### src/rtl/vpi_pkg.sv
/*
  Package for the vectored priority interrupt slice: micro-op codes,
  reset values, widths and the cascade output carrier.
  Assumes a single sys_clk domain shared by all cascaded slices.
*/
package vpi_pkg;

  localparam int unsigned VPI_LEVELS = 8;
  localparam int unsigned VPI_VW     = 3;

  typedef enum logic [3:0] {
    VPI_OP_MCLR      = 4'h0,
    VPI_OP_CLR_ALL   = 4'h1,
    VPI_OP_CLR_MBUS  = 4'h2,
    VPI_OP_CLR_MASK  = 4'h3,
    VPI_OP_CLR_LAST  = 4'h4,
    VPI_OP_RD_VEC    = 4'h5,
    VPI_OP_RD_STAT   = 4'h6,
    VPI_OP_RD_MASK   = 4'h7,
    VPI_OP_SET_MASK  = 4'h8,
    VPI_OP_LD_STAT   = 4'h9,
    VPI_OP_BCLR_MASK = 4'ha,
    VPI_OP_BSET_MASK = 4'hb,
    VPI_OP_CLR_MREG  = 4'hc,
    VPI_OP_DIS_REQ   = 4'hd,
    VPI_OP_LD_MASK   = 4'he,
    VPI_OP_EN_REQ    = 4'hf
  } vpi_op_t;

  localparam logic [7:0] VPI_MASK_RST   = 8'h00;
  localparam logic [7:0] VPI_MASK_ALL   = 8'hff;
  localparam logic [2:0] VPI_STAT_RST   = 3'h0;
  localparam logic [2:0] VPI_HOLD_RST   = 3'h0;
  localparam logic [2:0] VPI_VEC_TOP    = 3'h7;
  localparam logic       VPI_LGE_RST_N  = 1'b1;
  localparam logic       VPI_REQEN_RST  = 1'b1;
  localparam logic [7:0] VPI_SYNC_RST   = 8'hff;
  localparam logic [7:0] VPI_IRQ_RST    = 8'h00;
  localparam logic       VPI_BYP_RST    = 1'b0;
  localparam logic       VPI_VCE_RST    = 1'b0;
  localparam logic       VPI_OVF_RST_N  = 1'b1;

  typedef struct packed {
    logic group_signal_out;
    logic group_advance_send;
    logic ripple_disable_n;
    logic parallel_disable_n;
  } vpi_casc_t;

endpackage

### src/rtl/vpi_slice.sv
/*
  One cascadable eight-level vectored priority interrupt slice.
  Assumes: micro_op_field, instr_enable_n and the cascade inputs come
  from logic on sys_clk; interrupt inputs and latch bypass are pins.
  Three-state buses are split into in/out/enable; the bench resolves them.
*/
`timescale 1ns/1ps
`default_nettype none
module vpi_slice
  import vpi_pkg::*;
(
  input  wire logic       sys_clk,
  input  wire logic       rst_n,
  input  wire logic [7:0] int_in_n,
  input  wire logic       latch_bypass,
  input  wire logic [3:0] micro_op_field,
  input  wire logic       instr_enable_n,
  input  wire logic [7:0] mask_bus_in,
  output logic      [7:0] mask_bus_out,
  output logic            mask_bus_oe,
  input  wire logic [2:0] status_bus_in,
  output logic      [2:0] status_bus_out,
  output logic            status_bus_oe,
  output logic      [2:0] vector_out,
  output logic            vector_oe,
  output logic            int_request,
  input  wire logic       interrupt_disable_n,
  input  wire logic       group_enable_in,
  input  wire logic       group_advance_receive,
  output logic            status_overflow_n,
  output var vpi_casc_t   cascade_out
);

  // ********************************
  // Input synchronisers
  // ********************************
  logic [7:0] int_s1_r;
  logic [7:0] int_s2_r;
  logic       byp_s1_r;
  logic       byp_s2_r;

  // Pins are asynchronous to sys_clk; only the second stage feeds logic
  always_ff @(posedge sys_clk or negedge rst_n) begin
    if (!rst_n) begin
      int_s1_r <= VPI_SYNC_RST;
      int_s2_r <= VPI_SYNC_RST;
    end else begin
      int_s1_r <= int_in_n;
      int_s2_r <= int_s1_r;
    end
  end

  // Bypass is a strap pin, synchronised the same way as the inputs
  always_ff @(posedge sys_clk or negedge rst_n) begin
    if (!rst_n) begin
      byp_s1_r <= VPI_BYP_RST;
      byp_s2_r <= VPI_BYP_RST;
    end else begin
      byp_s1_r <= latch_bypass;
      byp_s2_r <= byp_s1_r;
    end
  end

  // ********************************
  // Micro-op decode
  // ********************************
  // One strobe per code; each strobe already carries the enable, so a
  // shared field driven while the enable is high never acts here
  function automatic logic vpi_op_hit(input logic go, input logic [3:0] f,
                                      input vpi_op_t c);
    return go && (f == c);
  endfunction

  logic    [3:0] op_code;
  logic          op_go;
  logic          op_mclr;
  logic          op_clrall;
  logic          op_clrmbus;
  logic          op_clrmask;
  logic          op_clrlast;
  logic          op_rdvec;
  logic          op_rdstat;
  logic          op_rdmask;
  logic          op_setmask;
  logic          op_ldstat;
  logic          op_bclrmask;
  logic          op_bsetmask;
  logic          op_clrmreg;
  logic          op_disreq;
  logic          op_ldmask;
  logic          op_enreq;

  assign op_code     = micro_op_field;
  assign op_go       = ~instr_enable_n;
  assign op_mclr     = vpi_op_hit(op_go, op_code, VPI_OP_MCLR);
  assign op_clrall   = vpi_op_hit(op_go, op_code, VPI_OP_CLR_ALL);
  assign op_clrmbus  = vpi_op_hit(op_go, op_code, VPI_OP_CLR_MBUS);
  assign op_clrmask  = vpi_op_hit(op_go, op_code, VPI_OP_CLR_MASK);
  assign op_clrlast  = vpi_op_hit(op_go, op_code, VPI_OP_CLR_LAST);
  assign op_rdvec    = vpi_op_hit(op_go, op_code, VPI_OP_RD_VEC);
  assign op_rdstat   = vpi_op_hit(op_go, op_code, VPI_OP_RD_STAT);
  assign op_rdmask   = vpi_op_hit(op_go, op_code, VPI_OP_RD_MASK);
  assign op_setmask  = vpi_op_hit(op_go, op_code, VPI_OP_SET_MASK);
  assign op_ldstat   = vpi_op_hit(op_go, op_code, VPI_OP_LD_STAT);
  assign op_bclrmask = vpi_op_hit(op_go, op_code, VPI_OP_BCLR_MASK);
  assign op_bsetmask = vpi_op_hit(op_go, op_code, VPI_OP_BSET_MASK);
  assign op_clrmreg  = vpi_op_hit(op_go, op_code, VPI_OP_CLR_MREG);
  assign op_disreq   = vpi_op_hit(op_go, op_code, VPI_OP_DIS_REQ);
  assign op_ldmask   = vpi_op_hit(op_go, op_code, VPI_OP_LD_MASK);
  assign op_enreq    = vpi_op_hit(op_go, op_code, VPI_OP_EN_REQ);

  // ********************************
  // State
  // ********************************
  logic [7:0] latch_r;
  logic [7:0] latch_nxt;
  logic [7:0] ireg_r;
  logic [7:0] ireg_nxt;
  logic [7:0] mask_r;
  logic [7:0] mask_nxt;
  logic [2:0] status_r;
  logic [2:0] status_nxt;
  logic [2:0] hold_r;
  logic [2:0] hold_nxt;
  logic       lge_n_r;
  logic       lge_n_nxt;
  logic       vce_r;
  logic       vce_nxt;
  logic       ovf_n_r;
  logic       ovf_n_nxt;
  logic       reqen_r;
  logic       reqen_nxt;

  // ********************************
  // Detect, encode, compare
  // ********************************
  // Higher index is higher priority; the loop keeps the last hit
  function automatic logic [2:0] vpi_prio_enc(input logic [7:0] req);
    logic [2:0] v;
    v = 3'h0;
    for (int i = 0; i < VPI_LEVELS; i++) begin
      if (req[i]) begin
        v = i[2:0];
      end
    end
    return v;
  endfunction

  // Turns a held vector back into the one level it names
  function automatic logic [7:0] vpi_onehot(input logic [2:0] v);
    return 8'h01 << v;
  endfunction

  logic [7:0] pend;
  logic       any_pend;
  logic [2:0] vec;
  logic       vec_ge;
  logic       req;
  logic       vec_top;

  assign pend     = ireg_r & ~mask_r;
  assign any_pend = |pend;
  assign vec      = vpi_prio_enc(pend);
  assign vec_ge   = (vec >= status_r);
  assign vec_top  = (vec == VPI_VEC_TOP);

  // ********************************
  // Request and own read
  // ********************************
  // Disable low kills the request outright
  assign req = any_pend && vec_ge && reqen_r && interrupt_disable_n;

  // Only the slice that raised the request takes the read as its own
  logic       rd_own;
  logic       own_top;
  logic [2:0] vec_inc;

  assign rd_own  = op_rdvec && req;
  assign own_top = rd_own && vec_top;
  assign vec_inc = 3'(vec + 3'h1);

  // ********************************
  // Clear control
  // ********************************
  logic [7:0] clr;
  logic [7:0] clr_last;

  // Clear-last reaches only the level this slice itself handed out
  assign clr_last = vce_r ? vpi_onehot(hold_r) : 8'h00;
  // Clearing by mask register takes nothing from the bus
  assign clr      = (op_mclr || op_clrall) ? 8'hff :
                    op_clrmbus             ? mask_bus_in :
                    op_clrmask             ? mask_r :
                    op_clrlast             ? clr_last :
                    8'h00;

  // ********************************
  // Latches and interrupt register
  // ********************************
  logic [7:0] in_act;
  logic [7:0] lat_view;

  assign in_act    = ~int_s2_r;
  // Transparent latches hold nothing, so no stale level survives a switch
  // back to pulse catching. A new low wins over a clear in the same cycle.
  assign latch_nxt = byp_s2_r ? VPI_IRQ_RST : ((latch_r & ~clr) | in_act);
  // The register sees the latch as it stands after this cycle's clear;
  // reading latch_r here would re-set a bit in the cycle it is cleared
  assign lat_view  = byp_s2_r ? in_act : latch_nxt;
  assign ireg_nxt  = (ireg_r & ~clr) | lat_view;

  // ********************************
  // Mask, status and flag next state
  // ********************************
  // Set mask inhibits every level; clear mask leaves status and enable
  assign mask_nxt  = (op_mclr || op_clrmreg) ? VPI_MASK_RST :
                     op_setmask              ? VPI_MASK_ALL :
                     op_bclrmask             ? (mask_r & ~mask_bus_in) :
                     op_bsetmask             ? (mask_r | mask_bus_in) :
                     op_ldmask               ? mask_bus_in :
                     mask_r;
  // Master clear sets request enable so the system starts interrupt driven
  assign reqen_nxt = (op_mclr || op_enreq) ? 1'b1 :
                     op_disreq             ? 1'b0 :
                     reqen_r;

  // ********************************
  // Status, hold and group flags
  // ********************************
  assign status_nxt = op_mclr   ? VPI_STAT_RST :
                      op_ldstat ? status_bus_in :
                      rd_own    ? vec_inc :
                      status_r;
  // Master clear leaves the hold register alone; clear enable guards it
  assign hold_nxt   = rd_own ? vec : hold_r;
  assign vce_nxt    = op_mclr ? VPI_VCE_RST :
                      op_rdvec ? rd_own : vce_r;
  // Overflow marks the status wrap from seven back to zero
  assign ovf_n_nxt  = (op_mclr || op_ldstat) ? VPI_OVF_RST_N :
                      own_top ? 1'b0 : ovf_n_r;
  // Grounded receive makes the bottom slice the enabled group on clear
  assign lge_n_nxt  = op_mclr   ? group_advance_receive :
                      op_ldstat ? group_enable_in :
                      (op_rdvec && !group_advance_receive) ? 1'b0 :
                      own_top ? 1'b1 :
                      lge_n_r;

  // ********************************
  // Registers, rising edge
  // ********************************
  // Interrupt path
  always_ff @(posedge sys_clk or negedge rst_n) begin
    if (!rst_n) begin
      latch_r <= VPI_IRQ_RST;
      ireg_r  <= VPI_IRQ_RST;
    end else begin
      latch_r <= latch_nxt;
      ireg_r  <= ireg_nxt;
    end
  end

  // Mask, status and hold registers
  always_ff @(posedge sys_clk or negedge rst_n) begin
    if (!rst_n) begin
      mask_r   <= VPI_MASK_RST;
      status_r <= VPI_STAT_RST;
      hold_r   <= VPI_HOLD_RST;
    end else begin
      mask_r   <= mask_nxt;
      status_r <= status_nxt;
      hold_r   <= hold_nxt;
    end
  end

  // Single-bit flags
  always_ff @(posedge sys_clk or negedge rst_n) begin
    if (!rst_n) begin
      lge_n_r <= VPI_LGE_RST_N;
      vce_r   <= VPI_VCE_RST;
      ovf_n_r <= VPI_OVF_RST_N;
      reqen_r <= VPI_REQEN_RST;
    end else begin
      lge_n_r <= lge_n_nxt;
      vce_r   <= vce_nxt;
      ovf_n_r <= ovf_n_nxt;
      reqen_r <= reqen_nxt;
    end
  end

  // ********************************
  // Outputs and cascade
  // ********************************
  // Buses leave as value plus enable; the three-state drivers sit outside
  assign int_request    = req;
  assign mask_bus_out   = mask_r;
  assign mask_bus_oe    = op_rdmask;
  assign status_bus_out = status_r;
  assign status_bus_oe  = op_rdstat;
  assign vector_out     = vec;
  assign vector_oe      = op_rdvec;
  assign status_overflow_n = ovf_n_r;

  assign cascade_out.group_signal_out   = lge_n_r;
  assign cascade_out.group_advance_send = ~own_top;
  assign cascade_out.ripple_disable_n   =
    interrupt_disable_n && lge_n_r && !req;
  assign cascade_out.parallel_disable_n = lge_n_r && !req;

endmodule
`default_nettype wire

### config.mk
export PLATFORM = sky130hd
export DESIGN_NAME = vpi_slice
export DESIGN_NICKNAME = d
export VERILOG_FILES = /design/src/rtl/vpi_pkg.sv /design/src/rtl/vpi_slice.sv
export SDC_FILE = /design/constraint.sdc
export NUM_CORES = 1
export LEC_CHECK = 0
export ABC_AREA = 1
export BUFFER_PORTS_ARGS = -buffer_cell sky130_fd_sc_hd__buf_2
export CAP_MARGIN = 10
export CORE_MARGIN = 10
export CORE_UTILIZATION = 35
export DETAILED_ROUTE_END_ITERATION = 12
export MAX_ROUTING_LAYER = met4
export PLACE_DENSITY = 0.55
export SYNTH_ARGS = -nofsm -noshare
export SYNTH_HDL_FRONTEND = slang
export SYNTH_SLANG_ARGS = --single-unit
export TNS_END_PERCENT = 100
### constraint.sdc
create_clock -name sys_clk -period 1.9 [get_ports sys_clk]
set_clock_uncertainty 0.2 [all_clocks]
set_input_delay 0.095 -clock sys_clk [delete_from_list [all_inputs] [get_ports sys_clk]]
set_output_delay 0.095 -clock sys_clk [all_outputs]
set_load 0.005 [all_outputs]
==> results.cfg, run 1 <==
[worst_setup_path]
worstSetupPathDepth = 10
reg2reg_from = ireg_r[3]
cp.buffers_inverters = 2
startpoint = ireg_r[3]
reg2reg_depth = 12
critPathKind = reg -> out
cp_top_family = simple AND/OR/NAND/NOR gates
path_cells = nand2_1 > nand2_2 > a31o_4 > ha_1 > nand3b_1 > nand3_4 > nand4_4 > nor2_4 > inv_2 > buf_2
worst_path_max_delay_cell = dfrtp_1
cp_max_fo = 2
arrival_ns = 2.06
required_ns = 1.60
start_kind = flip-flop
max_stage_delay_ns = 0.41
end_kind = output port

[synth]
synth_fp_nets = 370
synth-edff-count = 0
synth.distinct_cells = 31
synth.largest_area_cell = dfrtp_1
synth_area_um2 = 2700
synthTopCellsByCount = nand2_1, inv_1, dfrtp_1
synth_top_cell_area_share = 0.306
syn_avg_cell_area_um2 = 8.07
synth_ff_type = dfrtp_1
yosysMostFrequentCell = nand2_1
synthTopCellsByArea = dfrtp_1, dfstp_2, nand2_1
synth-seq-cells = 52
synthCells = 335
synth-async-reset-ratio = 1.00
ys_seq_area_frac = 0.490
ys_warn_count = 0

[timing]
finalCritPeriodShare = 1.24
setup_tns_ns = -3.28
setup_ws_ns = -0.450
relSlewSlack = 0.683
drv_slew = 0
hold_slack_ns = 0.0204
finalSetupViolCount = 13
fin_crit_ns = 2.35
rsz0062_at_grt = true
hold_viol_final = 0
fmax_ghz = 0.426
worst-slew-pin-transition_ns = 0.476

[route]
routed.top_layer = met4
drt_iter0_markers = 96
vias_per_cell = 4.60
routed_wl_mm = 7.17
met1_length_mm = 3.46
drtPass1Iterations = 4
vias = 2512
final_antenna_net_count = 0
met3_length_um = 357
met2_length_mm = 3.27
drc = 0
wl_per_cell_um = 13.1

[floorplan]
pin_count = 53
initial_core_util = 0.367
row_count = 31
dieArea_um2 = 11600
die_w_um = 108
design.core.area_um2 = 7370
die_h_um = 108

[flow_run]
drv_cap = 0

[cts]
clk_latency_ns = 0.30
cts_root_buf = clkbuf_8
clock_sinks = 52
cts.path.max_buffers = 2
htreeDepth = 2
clk_pin_slew_ns = 0.10
cts_tree = yes
numCtsBuffers = 5

[outcome]
status = complete, but fails checks
violations = setup timing

[power_and_ir_drop]
p_leak_nw = 1.89
peakVddDrop_mv = 0.352
finalPower_mw = 3.23
power_density_nw_per_um2 = 846

[worst_hold_path]
hp-class = in -> reg
worstHoldStart = micro_op_field[1]
whs_path_depth = 3

[placement]
place_inst = 505
gp_congestion = 0.884
numPortBuffers = 52
dpl.hpwl_mm = 5.46

[layout]
drive_gt1_frac = 0.387
fillers = 722
fin_util = 0.517
final_nets = 481
instances_no_fill = 546
syn_to_final_growth_pct = 41.1
antennaDiodeCount = 0

[global_route]
grt_pass1_vias = 2541
grt_max_degree = 34
grt_pass1_wl_mm = 12.0
grt_antenna_before_repair = 0
track_usage = 0.131
gr-total-overflow = 0
## path summary, 6_finish.rpt
| check | endpoint | slack [ns] |
|---|---|---|
| hold reg to reg | byp_s2_r | 0.15 |
| min in group asynchronous | latch_r[4] | 0.05 |
| setup reg to reg | status_bus_out[2] | -0.25 |
| setup / recovery | cascade_out[2] | -0.45 |
| max in group asynchronous | status_overflow_n | 0.86 |
| hold / removal | reqen_r | 0.02 |
## flip-flops by register name (all words and copies together), names as in the netlist
register and cells:
int_s1_r 8, int_s2_r 8, ireg_r 8, latch_r 8, mask_bus_out 8, hold_r 3, status_bus_out 3, byp_s1_r 1
byp_s2_r 1, lge_n_r 1, reqen_r 1, status_overflow_n 1, vce_r 1
## tightest hold or removal path: cells and delay by family
kind            cells  cell delay, ns
compound gates      1            0.15
buf+inv             1            0.12
simple gates        1            0.15
## where the power goes
group	internal [mW]	leakage (nW)	switching, mW	total [mW]
registers	1.29	0.579	0.101	1.39
logic	0.575	1.26	0.608	1.18
clock network	0.272	0.0491	0.383	0.655
total	2.13	1.89	1.09	3.23
## metal layers
layer | vias up | global-route usage
met5 | - | -
li1 | 1292 | -
met2 | 51 | 0.201
met1 | 1160 | 0.169
met3 | 9 | 0.0281
met4 | 0 | 0.0382
## stage by stage
step	setup slack, ns	area, µm²
final	-0.450	3810
after global routing	-0.600	3810
after CTS	-0.436	3740
after detailed placement	-0.198	3280
after global placement	-0.153	3280
after floorplan	-0.0728	2740
## layout by cell type, fill, tap and decap left out, drive strengths merged
cell and n:
nand2 88, buf 80, inv 62, dfrtp 33
nor2 32, dlygate4sd3 27, nand3 24, o21ai 24
dfstp 19, or2 14, o311ai 9, clkbuf 5
a21oi 5, ha 5, a31oi 4, nor3 4
a22oi 3, nand4 2, clkinv 2, a31o 1
nand3b 1, and2 1, mux2i 1, o2bb2ai 1
## area by class of cell
| type | instances | area, µm² | share of cell area |
|---|---|---|---|
| Clock buffer | 5 | 68.8 | 0.0180 |
| Clock inverter | 3 | 26.3 | 0.00689 |
| Inverter | 61 | 234 | 0.0614 |
| Multi-Input combinational cell | 219 | 1270 | 0.333 |
| Sequential cell | 52 | 1330 | 0.347 |
| Tap cell | 99 | 124 | 0.0325 |
| Timing Repair Buffer | 107 | 764 | 0.200 |
## logic make-up (layout without fill, tap and decap cells)
group           after synthesis  count (layout)  share of synthesized area
simple gates                166             166                      0.281
buf+inv                      64             176                     0.0931
flops                        52              52                      0.490
compound gates               47              47                      0.108
fa+ha+maj                     5               5                     0.0231
mux                           1               1                    0.00370
## timing repair
item                                    4_1_cts  5_1_grt
hold buffers                                 27        0
pin swaps                                     9        7
endpoints found under the hold margin        66        0
gates resized for setup                      16       21
endpoints found under the setup margin       12       14
buffers inserted                              7        1
Note: power is estimated with default switching activity, not from simulation.
==> run 2: changes to the inputs <==
Settings changed: GPL_TIMING_DRIVEN from default to 0.
==> run 2 against run 1 <==
  * The run still ends with setup timing left
  * Sequential share of layout area is 0.86 points higher
  * Die area stayed put
  * Count of clock-buffer cells in the layout stayed put
  * Global-route usage is 0.12 points lower
  * Sequential power hardly changed
  * Highest routed layer unchanged
==> results.cfg, run 2 (synthesis gave the netlist of run 1 again) <==
[worst_hold_path]
whs_endpoint = reqen_r
whs_path_depth = 3
worstHoldStart = micro_op_field[1]
hp-class = in -> reg

[cts]
htreeDepth = 2
numCtsBuffers = 5
cts.path.max_buffers = 2
cts_tree = yes
clk_latency_ns = 0.32
clk_pin_slew_ns = 0.11
cts_root_buf = clkbuf_8
clock_sinks = 52

[layout]
final_nets = 469
drive_gt1_frac = 0.368
final_cell_mix = nand2_1, buf_2, inv_1
layout_commonest_cell = nand2_1
syn_to_final_growth_pct = 37.7
instances_no_fill = 534
antennaDiodeCount = 0

[timing]
hold_slack_ns = 0.0136
fmax_ghz = 0.414
finalSetupViolCount = 13
setup_ws_ns = -0.518
fin_crit_ns = 2.42
relSlewSlack = 0.742
drv_slew = 0
setup_tns_ns = -4.54
finalCritPeriodShare = 1.27
hold_viol_final = 0
rsz0062_at_grt = true
worst-slew-pin-transition_ns = 0.386

[worst_setup_path]
required_ns = 1.60
startpoint = mask_bus_out[1]
cp_top_family = simple AND/OR/NAND/NOR gates
arrival_ns = 2.12
reg2reg_from = mask_bus_out[1]
critPathKind = reg -> out
reg2reg_depth = 18
path_cells = inv_2 > nand3_2 > nand2_2 > nand2_1 > nand2_1 > nand2_2 > nand2_2 > inv_2 > ha_4 > nand3_2 > nand3_4 > nand4_4 > nor2_2 > inv_2 > buf_6
rrSetupSlack_ns = -0.42
cp.buffers_inverters = 4
start_kind = flip-flop
worst_path_max_delay_cell = dfrtp_1
max_stage_delay_ns = 0.42
end_kind = output port
cp_max_fo = 4
timing.rr.end = status_bus_out[2]

[floorplan]
row_count = 31
die_h_um = 108
pin_count = 53
initial_core_util = 0.367
die_w_um = 108
dieArea_um2 = 11600
design.core.area_um2 = 7370

[power_and_ir_drop]
switchingPower_mw = 1.10
power_density_nw_per_um2 = 848
p_comb_frac = 0.340
swShare = 0.348
finalPower_mw = 3.16
p_leak_nw = 1.83
p_clk_frac = 0.221
p_int_mw = 2.06
seq_power_share = 0.439
peakVddDrop_mv = 0.316

[global_route]
track_usage = 0.130
grt_antenna_before_repair = 0
grt_pass1_wl_mm = 11.9
gr-total-overflow = 0
grt_pass1_vias = 2465
grt_max_degree = 53

[route]
drt_iter0_markers = 88
drtPass1Iterations = 4
routed_wl_mm = 7.02
vias = 2442
drc = 0
wl_per_cell_um = 13.1
final_antenna_net_count = 0
vias_per_cell = 4.57

[placement]
gp_congestion = 0.818
numPortBuffers = 52
dpl.hpwl_mm = 5.04
place_inst = 486

[outcome]
violations = setup timing
status = complete, but fails checks

[flow_run]
drv_cap = 0
==> run 2: changes by cell type in the layout (fill, tap and decap cells not counted), sizes merged <==
| cell | previous run | this run |
|---|---|---|
| inv | 62 | 61 |
| clkinv | 2 | 3 |
| clkbuf | 5 | 6 |
| buf | 80 | 66 |
| dlygate4sd3 | 27 | 28 |
==> run 2: how the worst max path moves through the flow <==
stage	to	slack, ns	cells past startpoint
2_1_floorplan	status_bus_out[2]	-0.07	16
3_3_place_gp	cascade_out[2]	-0.31	15
3_5_place_dp	status_bus_out[2]	-0.32	16
4_1_cts	cascade_out[1]	-0.49	18
5_1_grt	cascade_out[2]	-0.69	16
6_report	cascade_out[2]	-0.52	15
==> run 2: routing by layer <==
layer | routed length (µm) | vias up | share of wire | global-route usage
li1 | - | 1267 | - | -
met1 | 3370 | 1123 | 0.48 | 0.169
met2 | 3190 | 44 | 0.45 | 0.196
met3 | 371 | 8 | 0.053 | 0.0287
met4 | 87 | 0 | 0.012 | 0.0401
met5 | 0 | - | 0 | -
==> run 2: worst min-delay path: cells and delay by family <==
family                 cells  cell delay [ns]
buffers and inverters      1             0.11
and+or+nand+nor            1             0.15
AOI/OAI and AO/OA          1             0.15
==> run 2: repair_timing <==
item | 4_1_cts | 5_1_grt
cloned | 0 | 0
setup buffers | 8 | 3
endpoints found under the setup margin | 13 | 20
hold buffers | 27 | 1
hold endpoints to repair | 55 | 3
gates resized for setup | 22 | 12
pin swaps | 11 | 4
==> run 2: final cells by class <==
class	instances	area [µm²]
Fill cell	740	3650
Sequential cell	52	1330
Multi-Input combinational cell	219	1260
Timing Repair Buffer	92	653
Inverter	61	231
Tap cell	99	124
Clock buffer	5	68.8
Clock inverter	3	33.8
Buffer	3	22.5
==> run 2: metrics by stage <==
step	instance area, µm²	utilization	setup slack (ns)
finish	3720	0.505	-0.518
global route	3720	0.505	-0.689
CTS	3630	0.493	-0.487
detailed placement	3130	0.424	-0.322
global placement	3130	0.424	-0.309
floorplan	2740	-	-0.0728
==> run 2: power by group through the flow <==
stage               logic (mW)  clock network, mW  registers (mW)
finish                    1.07              0.698            1.38
global route              1.23              0.770            1.41
CTS                       1.01              0.737            1.38
detailed placement       0.831                  0            1.40
global placement         0.819                  0            1.40
floorplan                0.522                  0            1.39
